$ cat src/dat_pkg.sv
// constants, codes and register map for the disk address translator
// assumes one 50 MHz clock and a classic wishbone slave bus
//
// Summary of operation
// RULE_01: self test result 01 no error, 02 register access, 03 buffer data
// RULE_02: code 04 buffer logic fault, 05 processor rom or ram; 06-ff unused
// RULE_03: the result code sits in the error register at index 1f1
// RULE_04: reset or the diagnose command runs the whole self test sequence; here it stops at the first failing check
// RULE_05: tests cover rom, ram, buffer and data paths, never the host bus
// RULE_06: set parameters with sector count 17 selects seventeen sector mode
// RULE_07: host programs logical heads as twice the physical heads, max 16
// RULE_08: sector 0 spare; 1-17 even logical head, 18-34 odd logical head
// RULE_09: format in seventeen sector mode writes data fields only, not ids
// RULE_10: general mode when physical cylinders exceed 1024; 63 spt, 16 heads
// RULE_11: absolute index is ((cyl*heads+head)*spt)+sector-1
// RULE_12: absolute head is index/34, sector remainder+1, head mod heads
// RULE_13: accept logical heads 0-15, cylinders 0-1023, sectors 1-63
// RULE_14: only read and write translate; format and others stay physical
// RULE_15: reverse map divides the physical index by logical spt and heads
// RULE_16: physical cylinder is absolute head divided by physical heads
// RULE_17: translation ends a fixed number of cycles after the command
package dat_pkg;
    // -------------------------------------------------------------
    // register indexes, byte address is four times the index
    // -------------------------------------------------------------
    localparam logic [9:0] IDX_ERR = 10'h1f1;
    localparam logic [9:0] IDX_SECCNT = 10'h1f2;
    localparam logic [9:0] IDX_SECNUM = 10'h1f3;
    localparam logic [9:0] IDX_CYL_LO = 10'h1f4;
    localparam logic [9:0] IDX_CYL_HI = 10'h1f5;
    localparam logic [9:0] IDX_SDH = 10'h1f6;
    localparam logic [9:0] IDX_CMD = 10'h1f7;
    localparam logic [9:0] IDX_GEOM_HEADS = 10'h180;
    localparam logic [9:0] IDX_GEOM_CYLS = 10'h181;
    localparam logic [9:0] IDX_OUT_CYL = 10'h182;
    localparam logic [9:0] IDX_OUT_HS = 10'h183;
    localparam logic [9:0] IDX_IRQ_ST = 10'h184;
    localparam logic [9:0] IDX_IRQ_CLR = 10'h185;
    localparam logic [9:0] IDX_IRQ_EN = 10'h186;
    // -------------------------------------------------------------
    // codes, commands and geometry
    // -------------------------------------------------------------
    localparam logic [7:0] CODE_OK = 8'h01;
    localparam logic [7:0] CODE_CTRL = 8'h02;
    localparam logic [7:0] CODE_BUF = 8'h03;
    localparam logic [7:0] CODE_BLOGIC = 8'h04;
    localparam logic [7:0] CODE_CPU = 8'h05;
    localparam logic [7:0] CMD_READ = 8'h20;
    localparam logic [7:0] CMD_WRITE = 8'h30;
    localparam logic [7:0] CMD_FORMAT = 8'h50;
    localparam logic [7:0] CMD_DIAG = 8'h90;
    localparam logic [7:0] CMD_SETP = 8'h91;
    localparam logic [7:0] CMD_REVERSE = 8'h9a;
    localparam logic [7:0] SPT_17 = 8'h11;
    localparam logic [7:0] LSPT_GEN = 8'h3f;
    localparam logic [7:0] LHDS_GEN = 8'h10;
    localparam logic [7:0] PHYSICAL_SECTORS_PER_TRACK = 8'h22;
    localparam logic [15:0] CYL_GEN_LIMIT = 16'h0400;
    localparam logic [15:0] LOGICAL_CYLINDER_MAX = 16'h03ff;
    localparam logic [4:0] PHEADS_RST = 5'h08;
    localparam logic [15:0] PCYLS_RST = 16'h0400;
    // status bits at the command index, interrupt bits
    localparam int ST_M17 = 0;
    localparam int ST_GEN = 1;
    localparam int ST_BUSY = 7;
    localparam int IRQ_W = 3;
    localparam int IRQ_TEST = 0;
    localparam int IRQ_XLAT = 1;
    localparam int IRQ_RANGE = 2;

    typedef enum logic [2:0] {
        S_IDLE = 3'b000,
        S_TEST = 3'b001,
        S_MUL = 3'b010,
        S_DIV = 3'b011,
        S_DONE = 3'b100
    } dat_state_t;

    typedef enum logic [1:0] {
        OP_NONE = 2'b00,
        OP_READ = 2'b01,
        OP_WRITE = 2'b10,
        OP_FORMAT = 2'b11
    } dat_op_t;
endpackage

$ cat src/dat_top.sv
// disk address translator with self test sequencer and wishbone slave
// assumes fault inputs come from logic on clk_i; one bus master
//
// The Wishbone register port is this design's own decision.
`timescale 1ns/10ps
module dat_top #(
    parameter int AW = 26
) (
    // clock and reset
    input wire logic clk_i,
    input wire logic rst_i,
    // wishbone slave
    input wire logic cyc_i,
    input wire logic stb_i,
    input wire logic we_i,
    input wire logic [11:0] adr_i,
    input wire logic [3:0] sel_i,
    input wire logic [31:0] dat_i,
    output logic [31:0] dat_o,
    output logic ack_o,
    // self test check results, bit 0 rom/ram, 1 regs, 2 buffer data, 3 buffer logic
    input wire logic [3:0] fault_i,
    // drive side
    output logic [15:0] phys_cyl_o,
    output logic [3:0] phys_head_o,
    output logic [7:0] phys_sec_o,
    output logic [1:0] op_o,
    output logic data_only_o,
    output logic seek_o,
    // interrupt
    output logic irq_o
);
    localparam int CW = $clog2(AW + 1);
    localparam logic [CW-1:0] CNT_LAST = CW'(AW - 1);
    localparam logic [AW-1:0] ONE = AW'(1);
    localparam logic [1:0] STEP_LAST = 2'h3;

    typedef struct packed {
        dat_pkg::dat_state_t st;
        logic [1:0] step;
        logic [CW-1:0] cnt;
        logic ph;
        logic rev;
        dat_pkg::dat_op_t op;
        logic [AW-1:0] num;
        logic [7:0] den;
        logic [7:0] rem;
        logic [7:0] err;
        logic [7:0] seccnt;
        logic [7:0] secnum;
        logic [15:0] cyl;
        logic [7:0] drive_head_select_register;
        logic mode17;
        logic [4:0] lhds17;
        logic [4:0] pheads;
        logic [15:0] pcyls;
        logic [15:0] ocyl;
        logic [3:0] ohead;
        logic [7:0] osec;
        logic [dat_pkg::IRQ_W-1:0] ist;
        logic [dat_pkg::IRQ_W-1:0] ien;
        logic ack;
        logic [31:0] dat;
        logic seek;
        logic donly;
    } dat_reg_t;

    // reset lands in the test state so the self test runs at once
    localparam dat_reg_t RST_VAL = '{
        st: dat_pkg::S_TEST, // see RULE_04
        op: dat_pkg::OP_NONE,
        pheads: dat_pkg::PHEADS_RST,
        pcyls: dat_pkg::PCYLS_RST,
        default: '0
    };

    dat_reg_t q;
    dat_reg_t d;
    logic req;
    logic wr;
    logic go;
    logic gen;
    logic xlat;
    logic bad;
    logic ge;
    logic [9:0] idx;
    logic [7:0] lspt;
    logic [7:0] lhds;
    logic [8:0] trial;
    logic [7:0] rem_f;
    logic [AW-1:0] quo_f;
    logic [dat_pkg::IRQ_W-1:0] ev;
    logic [dat_pkg::IRQ_W-1:0] clr;

    always_comb begin
        d = q;
        d.seek = 1'b0;
        ev = '0;
        clr = '0;
        go = 1'b0;
        // -------------------------------------------------------------
        // mode selection
        // -------------------------------------------------------------
        gen = q.pcyls > dat_pkg::CYL_GEN_LIMIT; // see RULE_10
        lspt = q.mode17 ? dat_pkg::SPT_17 : dat_pkg::LSPT_GEN;
        lhds = q.mode17 ? {3'h0, q.lhds17} : dat_pkg::LHDS_GEN;
        xlat = q.mode17 | gen;
        bad = (q.cyl > dat_pkg::LOGICAL_CYLINDER_MAX) | (q.secnum == 8'h00)
            | (q.secnum > lspt); // see RULE_13
        // -------------------------------------------------------------
        // wishbone slave, answer one cycle after the request
        // -------------------------------------------------------------
        req = cyc_i & stb_i & ~q.ack;
        wr = req & we_i & sel_i[0];
        idx = adr_i[11:2];
        d.ack = req;
        if (req) begin
            d.dat = '0;
            unique case (idx)
                dat_pkg::IDX_ERR: d.dat[7:0] = q.err; // see RULE_03
                dat_pkg::IDX_SECCNT: d.dat[7:0] = q.seccnt;
                dat_pkg::IDX_SECNUM: d.dat[7:0] = q.secnum;
                dat_pkg::IDX_CYL_LO: d.dat[7:0] = q.cyl[7:0];
                dat_pkg::IDX_CYL_HI: d.dat[7:0] = q.cyl[15:8];
                dat_pkg::IDX_SDH: d.dat[7:0] = q.drive_head_select_register;
                dat_pkg::IDX_CMD: begin
                    d.dat[dat_pkg::ST_M17] = q.mode17;
                    d.dat[dat_pkg::ST_GEN] = gen;
                    d.dat[dat_pkg::ST_BUSY] = q.st != dat_pkg::S_IDLE;
                end
                dat_pkg::IDX_GEOM_HEADS: d.dat[4:0] = q.pheads;
                dat_pkg::IDX_GEOM_CYLS: d.dat[15:0] = q.pcyls;
                dat_pkg::IDX_OUT_CYL: d.dat[15:0] = q.ocyl;
                dat_pkg::IDX_OUT_HS: d.dat[11:0] = {q.ohead, q.osec};
                dat_pkg::IDX_IRQ_ST: d.dat[dat_pkg::IRQ_W-1:0] = q.ist;
                dat_pkg::IDX_IRQ_EN: d.dat[dat_pkg::IRQ_W-1:0] = q.ien;
                default: d.dat = '0;
            endcase
        end
        if (wr) begin
            unique case (idx)
                dat_pkg::IDX_SECCNT: d.seccnt = dat_i[7:0];
                dat_pkg::IDX_SECNUM: d.secnum = dat_i[7:0];
                dat_pkg::IDX_CYL_LO: d.cyl[7:0] = dat_i[7:0];
                dat_pkg::IDX_CYL_HI: d.cyl[15:8] = dat_i[7:0];
                dat_pkg::IDX_SDH: d.drive_head_select_register = dat_i[7:0];
                dat_pkg::IDX_CMD: go = 1'b1;
                dat_pkg::IDX_GEOM_HEADS: d.pheads = dat_i[4:0];
                dat_pkg::IDX_GEOM_CYLS: d.pcyls = dat_i[15:0];
                dat_pkg::IDX_IRQ_CLR: clr = dat_i[dat_pkg::IRQ_W-1:0];
                dat_pkg::IDX_IRQ_EN: d.ien = dat_i[dat_pkg::IRQ_W-1:0];
                default: ;
            endcase
        end
        // -------------------------------------------------------------
        // divider step, shared by both divisions
        // -------------------------------------------------------------
        trial = {q.rem, q.num[AW-1]};
        ge = trial >= {1'b0, q.den};
        rem_f = ge ? 8'(trial - {1'b0, q.den}) : trial[7:0];
        quo_f = {q.num[AW-2:0], ge};
        // -------------------------------------------------------------
        // sequencer
        // -------------------------------------------------------------
        unique case (q.st)
            dat_pkg::S_IDLE: begin
                // commands arriving while busy are dropped
                if (go) begin
                    unique case (dat_i[7:0])
                        dat_pkg::CMD_DIAG: begin
                            d.st = dat_pkg::S_TEST; // see RULE_04
                            d.step = '0;
                        end
                        dat_pkg::CMD_SETP: begin
                            d.mode17 = q.seccnt == dat_pkg::SPT_17; // see RULE_06
                            // head field holds one less than twice the physical heads
                            d.lhds17 = 5'(q.drive_head_select_register[3:0]) + 5'h01; // see RULE_07
                        end
                        dat_pkg::CMD_READ, dat_pkg::CMD_WRITE: begin
                            d.op = (dat_i[7:0] == dat_pkg::CMD_READ) ?
                                dat_pkg::OP_READ : dat_pkg::OP_WRITE;
                            d.donly = 1'b0;
                            d.rev = 1'b0;
                            if (xlat && bad) begin
                                ev[dat_pkg::IRQ_RANGE] = 1'b1; // see RULE_13
                            end else if (xlat) begin
                                d.st = dat_pkg::S_MUL; // see RULE_14
                            end else begin
                                d.ocyl = q.cyl;
                                d.ohead = q.drive_head_select_register[3:0];
                                d.osec = q.secnum;
                                d.st = dat_pkg::S_DONE;
                            end
                        end
                        dat_pkg::CMD_FORMAT: begin
                            // format always addresses the drive physically
                            d.op = dat_pkg::OP_FORMAT; // see RULE_14
                            d.donly = q.mode17; // see RULE_09
                            d.rev = 1'b0;
                            d.ocyl = q.cyl;
                            d.ohead = q.drive_head_select_register[3:0];
                            d.osec = q.secnum;
                            d.st = dat_pkg::S_DONE;
                        end
                        dat_pkg::CMD_REVERSE: begin
                            d.rev = 1'b1;
                            d.st = dat_pkg::S_MUL;
                        end
                        default: ;
                    endcase
                end
            end
            dat_pkg::S_TEST: begin
                // checks walk in order, first fault found is reported
                if (fault_i[q.step]) begin // see RULE_05
                    unique case (q.step)
                        2'h0: d.err = dat_pkg::CODE_CPU; // see RULE_02
                        2'h1: d.err = dat_pkg::CODE_CTRL; // see RULE_01
                        2'h2: d.err = dat_pkg::CODE_BUF; // see RULE_01
                        2'h3: d.err = dat_pkg::CODE_BLOGIC; // see RULE_02
                    endcase
                    d.st = dat_pkg::S_IDLE;
                    ev[dat_pkg::IRQ_TEST] = 1'b1;
                end else if (q.step == STEP_LAST) begin
                    d.err = dat_pkg::CODE_OK; // see RULE_01
                    d.st = dat_pkg::S_IDLE;
                    ev[dat_pkg::IRQ_TEST] = 1'b1;
                end else begin
                    d.step = q.step + 2'h1;
                end
            end
            dat_pkg::S_MUL: begin
                // mode 17 folds the odd logical head into sectors 18-34
                if (q.rev) begin
                    d.num = ((AW'(q.cyl) * AW'(q.pheads) + AW'(q.drive_head_select_register[3:0]))
                        * AW'(dat_pkg::PHYSICAL_SECTORS_PER_TRACK)) + AW'(q.secnum); // see RULE_15
                    d.den = lspt;
                end else begin
                    d.num = ((AW'(q.cyl) * AW'(lhds) + AW'(q.drive_head_select_register[3:0]))
                        * AW'(lspt)) + AW'(q.secnum) - ONE; // see RULE_11
                    d.den = dat_pkg::PHYSICAL_SECTORS_PER_TRACK; // see RULE_08
                end
                d.rem = '0;
                d.cnt = '0;
                d.ph = 1'b0;
                d.st = dat_pkg::S_DIV;
            end
            dat_pkg::S_DIV: begin
                // fixed length: two divisions of AW steps each
                d.rem = rem_f;
                d.num = quo_f;
                d.cnt = q.cnt + 1'b1; // see RULE_17
                if (q.cnt == CNT_LAST) begin
                    d.cnt = '0;
                    d.rem = '0;
                    if (!q.ph) begin
                        d.osec = q.rev ? rem_f : rem_f + 8'h01; // see RULE_12
                        d.ph = 1'b1;
                        d.den = q.rev ? lhds : {3'h0, q.pheads};
                    end else begin
                        d.ohead = rem_f[3:0]; // see RULE_12
                        d.ocyl = quo_f[15:0]; // see RULE_16
                        d.st = dat_pkg::S_DONE;
                    end
                end
            end
            dat_pkg::S_DONE: begin
                // reverse lookups raise no seek, though the drive address outputs show the result
                d.seek = ~q.rev;
                ev[dat_pkg::IRQ_XLAT] = 1'b1;
                d.st = dat_pkg::S_IDLE;
            end
            default: d.st = dat_pkg::S_IDLE;
        endcase
        // a new event outranks a clear in the same cycle
        d.ist = (q.ist & ~clr) | ev;
    end

    always_ff @(posedge clk_i) begin
        if (rst_i) begin
            q <= RST_VAL;
        end else begin
            q <= d;
        end
    end

    // -----------------------------------------------------------------
    // outputs
    // -----------------------------------------------------------------
    assign dat_o = q.dat;
    assign ack_o = q.ack;
    assign phys_cyl_o = q.ocyl;
    assign phys_head_o = q.ohead;
    assign phys_sec_o = q.osec;
    assign op_o = q.op;
    assign data_only_o = q.donly;
    assign seek_o = q.seek;
    assign irq_o = |(q.ist & q.ien);
endmodule // dat_top

$ cat config.mk
export PLATFORM = sky130hd
export DESIGN_NAME = dat_top
export DESIGN_NICKNAME = d
export VERILOG_FILES = /design/src/dat_pkg.sv /design/src/dat_top.sv
export SDC_FILE = /design/constraint.sdc
export NUM_CORES = 1
export LEC_CHECK = 0
export ABC_AREA = 1
export BUFFER_PORTS_ARGS = -buffer_cell sky130_fd_sc_hd__buf_2
export CORE_MARGIN = 8
export CORE_UTILIZATION = 35
export CTS_BUF_LIST = sky130_fd_sc_hd__clkbuf_2 sky130_fd_sc_hd__clkbuf_4 sky130_fd_sc_hd__clkbuf_8
export DETAILED_ROUTE_END_ITERATION = 16
export GPL_TIMING_DRIVEN = 0
export PLACE_DENSITY = 0.61
export REMOVE_ABC_BUFFERS = 1
export SLEW_MARGIN = 15
export SYNTH_ARGS = -nofsm -noshare
export SYNTH_HDL_FRONTEND = slang
export SYNTH_SLANG_ARGS = --single-unit
$ cat constraint.sdc
create_clock -name clk_i -period 16.94 [get_ports clk_i]
set_input_delay 0 -clock clk_i [delete_from_list [all_inputs] [get_ports clk_i]]
set_output_delay 0 -clock clk_i [all_outputs]
set_load 0.1 [all_outputs]
[Word-level counts from Yosys, hierarchy flattened]
Index checks and enable logic that the tools add are counted.
Word-level totals
  logic and storage cells: 195
  register bits: 184
  latch bits: 0
  memories: 0
  bits in read-only memories: 0
  bits in writable memories: 0
Cells by class
  eq/ne operators: 41
  div/mod/pow operators: 0
  bitwise logic cells: 14
  $lt $le $gt $ge: 5
  shift-type cells: 0
  add/sub/neg operators: 10
  $mul: 4
  mux-type cells: 60
  reductions and logical operators: 33
Operators with widths (count)
  10-bit by 9-bit == test with 1-bit output, second input constant: 14
  28-bit two-way mux: 4
  28-bit case mux with 2 select lines: 2
  42-bit case mux with 2 select lines: 1
  26-bit by 8-bit adder with 26-bit output: 2
  8-bit two-way mux: 6
  21-bit by 4-bit adder with 22-bit output: 2
  16-bit by 5-bit multiplier with 21-bit output: 2
  34-bit two-way mux: 1
  8-bit case mux with 4 select lines: 1
  22-bit by 6-bit multiplier with 26-bit output: 1
  2-bit case mux with 13 select lines: 1
  26-bit by 1-bit subtractor with 26-bit output, second input constant: 1
  22-bit by 5-bit multiplier with 25-bit output, second input constant: 1
  8-bit == test, second input constant: 3
  3-bit two-way mux: 8
  3-bit case mux with 4 select lines: 2
  20-bit two-way mux: 1
  2-bit case mux with 10 select lines: 1
  2-bit AND reduction: 10
  2-bit case mux with 9 select lines: 1
  8-bit by 6-bit == test with 1-bit output, second input constant: 2
  16-bit by 10-bit > comparator with 1-bit output, second input constant: 1
  16-bit by 11-bit > comparator with 1-bit output, second input constant: 1
  other kinds (52): 98

[Logic depth before layout (Yosys ltp)]
  depth after elaboration: 9
  gate-level depth with buffers: 51
  gate-level depth less buffers: 49

[Worst setup path after synthesis]
OpenSTA, ideal clock, no wires.
  path kind: flip-flop to flip-flop
  start: reg q[95] in the netlist's numbering
  end: reg q[185] in the netlist's numbering
  setup slack: 8.510 ns
  cell stages (with the launch flop): 47
  arrival time: 8.362 ns
  data required time: 16.873 ns
  path through: dfxtp_1 -> clkbuf_1 -> inv_1 -> clkbuf_1 -> nor2_1 -> clkbuf_1 -> nor2_1 -> fa_1 -> fa_1 -> inv_1 -> fa_1 -> inv_1 -> ha_1 -> nand2_1 -> inv_1 -> nand2_1 -> inv_1 -> a21oi_1 -> [... 11 more ...] -> fa_1 -> inv_1 -> fa_1 -> inv_1 -> ha_1 -> nand2_1 -> nand2_1 -> nand2_1 -> nand2_1 -> a221oi_1 -> nand3_1 -> inv_1 -> nand3_1 -> nand3_1 -> nand2_1 -> nand2_1 -> nand2_1 -> a21oi_2
On the way
  word-level cells in the longest chain between the ends: 8
  elaborated cells between the ends (all ways): 9
Ends and longest elaborated chain
  start, declared: RTL line dat_top.sv:77  | dat_reg_t q;
  start signal, assigned: RTL line dat_top.sv:281  | q <= RST_VAL;
  start signal, assigned: RTL line dat_top.sv:283  | q <= d;
  5-bit two-way mux: RTL line dat_top.sv:106  | lhds = q.mode17 ? {3'h0, q.lhds17} : dat_pkg::LHDS_GEN;
  16-bit by 5-bit multiplier with 21-bit output: RTL line dat_top.sv:239  | d.num = ((AW'(q.cyl) * AW'(lhds) + AW'(q.drive_head_select_register[3:0]))
  21-bit by 4-bit adder with 22-bit output: RTL line dat_top.sv:239
  22-bit by 6-bit multiplier with 26-bit output (*): RTL line dat_top.sv:240  | * AW'(lspt)) + AW'(q.secnum) - ONE;
  26-bit by 8-bit adder with 26-bit output (*): RTL line dat_top.sv:240
  26-bit by 1-bit subtractor with 26-bit output (*): RTL line dat_top.sv:240
  34-bit two-way mux (*): RTL line dat_top.sv:234  | if (q.rev) begin
  42-bit case mux with 2 select lines (*): RTL line dat_top.sv:165  | unique case (q.st)
Mark *: on every way between the ends. The rest lies on a longest branch, timed or not.
A chain may end at the register's enable or synchronous reset.

[Final worst setup path]
  start: reg q[95] in the netlist's numbering
  end: reg q[184] in the netlist's numbering
Same word-level chain as after synthesis.

==> key figures <==
Run status
  • Outcome: complete, no violations

Job
  • Maxcap violations: 0

Timing
  • Final hold vios: 0
  • Final setup TNS: 0 ns
  • Worst-margin pin slew: 1.14 ns
  • FMAX: 102 MHz
  • Slew margin rel.: 23.8%
  • Count of pins over their slew limit: 0
  • Skew final: 0.0319 ns
  • Setup violators final: 0
  • RSZ-0062 raised after global routing: no
  • Crit path time final: 9.84 ns
  • Final period util: 58.1%

Route
  • DR WL met2: 29000 um
  • Vias: 19.9k
  • Initial drt markers: 1544
  • Post-DR wirelength/cell: 16.1 um
  • DRT met1 WL: 28400 um
  • Met3 WL: 4260 um
  • # DRC: 0
  • Max layer used: met4
  • Final ANT Viol Nets: 0
  • Avg Vias per Cell: 5.04
  • First-pass DRT Iterations: 7
  • Total Wirelength: 63700 um

Worst setup path
  • Reg2Reg Launch Point: q[95]
  • Critical path origin: q[95]
  • Buf+Inv Stages, Crit Path: 9
  • Reg2reg end: q[184]
  • CP max-delay cell: nor2_2
  • Cell family with most CP delay: adder cells
  • Most used cell, CP: inv_1
  • Crit-path max FO: 24
  • CP endpoint kind: flip-flop
  • Setup slack, reg-to-reg: 7.10 ns
  • WP data required: 17.37 ns
  • Arrival @ worst endpoint: 10.27 ns
  • Critical Path Max Stage Delay: 0.75 ns
  • CP Class: flip-flop to flip-flop
  • FF-to-FF path depth: 37
  • Stages on the worst setup path: 37
  • Critical Path Source Type: flip-flop

Clock network
  • Total CTS buffers: 17
  • Clk sinks: 177
  • Clock Path Buffers: 2
  • Clock Tree Root: clkbuf_8
  • CTS clock-pin slew for the worst setup and hold paths: 0.13 ns
  • Post-CTS setup buffers: 0
  • Htree depth: 4
  • Worst-Skew Late Latency: 0.53 ns
  • TritonCTS clock tree: yes

Synth
  • Mapped Cells: 3157
  • Count of different cell masters after synthesis: 64
  • Register area share after synthesis: 16.3%
  • Asr flop ratio synth: 0%
  • Mapped cell area: 21700 um^2
  • Post-synthesis area per instance: 6.87 um^2
  • Number of synthesized flops with an enable pin: 0
  • Yosys warning count: 0
  • Top FF cell, synth: dfxtp_1
  • Yosys reg bits: 177

Finish
  • Multi-input gate area: 15000 um^2
  • Layout cells sized above 1: 6.79%
  • Final instance area: 23100 um^2
  • Most frequent cells in the layout: nand2_1, inv_1, nor2_1
  • Area Growth Syn to Fin: 6.71%
  • Final layout net count: 3604
  • Register area: 3550 um^2
  • Fillers: 6637
  • Commonest non-fill, non-tap cell in the layout: nand2_1

Floorplanning
  • Die Ht: 265 um
  • Die footprint: 70200 um^2
  • Die width: 265 um
  • Starting Density: 35.3%
  • # IOs: 123
  • Cell Rows: 91
  • Core ar.: 61500 um^2

Global routing
  • Initial antenna violation count: 1
  • Global-route wire length before repair: 102000 um
  • Gr usage total: 17.9%
  • Largest net degree at the start of global routing: 86
  • Vias in the first global route: 18.8k
  • Gr ovfl total: 0

Hold path
  • Worst min-delay path category: input pin to flip-flop
  • Min-delay src: fault_i[0]
  • Hold worst-path end: q[136]
  • Worst hold path stage count: 6

Place
  • Number of I/O port buffers: 85
  • Final HPWL DP: 51200 um
  • Final GP Congestion: 0.947
  • Placed Area: 22500 um^2

Power
  • Worst vdd ir: 0.0793 mV
  • PwrDens: 66.9 nW/um^2
  • Total leakage power: 12.1 nW
-- worst max-delay path by stage --
stage | end
after global placement | q[183]
after global routing | q[185]
after CTS | q[183]
after detailed placement | q[183]
after floorplan | q[185]
final | q[184]
-- power breakdown --
part           internal, mW  switching [mW]  total [mW]
logic                 0.193           0.520       0.713
clock network         0.138           0.188       0.326
registers             0.468          0.0422       0.510
-- state kept, by name, summed over array words and instances (netlist names) --
name and cells:
ack_o 1, dat_o 16, data_only_o 1, op_o 2, phys_cyl_o 16, phys_head_o 4, phys_sec_o 8, q 128
seek_o 1
-- timing repair --
action	4_1_cts	5_1_grt
endpoints found under the hold margin	67	0
gates resized for setup	0	0
hold buffers	20	0
-- worst reg2reg max path, delay by kind of cell (launching register included) --
| family | cells | cell delay (ns) |
|---|---|---|
| buffers and inverters | 9 | 1.25 |
| DFF | 1 | 0.51 |
| AOI/OAI and AO/OA | 6 | 1.24 |
| xor gates and xnor gates | 1 | 0.22 |
| and+or+nand+nor | 12 | 2.19 |
| adders and majority gates | 9 | 4.33 |
-- final cells by class --
cell class	instances	share of cell area [%]
clock buffers	18	1.04
well taps	790	4.27
clock inverters	14	0.751
flip-flops and latches	177	15.3
repair buffers	113	3.30
inverters	649	10.5
multi-input cells	2197	64.8
diodes	1	0.0108
-- synthesized netlist by cell type (all sizes together) (23+ instances only) --
library cell	n	area, um^2
a211oi	24	180
a21oi	223	1130
buf	75	541
clkbuf	74	278
dfxtp	177	3540
fa	174	3480
ha	218	2730
inv	648	2430
nand2	680	2590
nand3	138	711
nand4	31	206
nor2	259	1040
nor3	35	208
o21ai	185	933
xnor2	23	209
xor2	37	324
-- through the flow --
step	total power, mW	hold slack [ns]	setup WS, ns	util [%]	cells
6_report	1.55	0.0161	7.10	37.6	3959
5_1_grt	1.66	0.0463	6.48	37.6	3959
4_1_cts	1.55	0.00189	6.77	37.6	3958
3_5_place_dp	1.22	0.243	6.81	36.6	3906
3_3_place_gp	1.20	0.252	5.44	36.3	3898
2_1_floorplan	1.03	0.0624	8.22	-	3023
-- layer usage --
metal,vias to the layer above,GRT usage (%)
li1,9909,-
met1,9327,23.6
met2,595,29.3
met3,114,3.08
met4,0,6.47
met5,-,0
-- kinds of logic after synthesis --
family	share of synthesized area, %
AO/OA/AOI/OAI	14.1
XOR/XNOR	2.46
adder cells (fa/ha/maj)	28.6
flip-flops	16.3
AND/OR/NAND/NOR	23.4
other	0.0173
buffers and inverters	15.0
(Power assumes the default switching activity.)
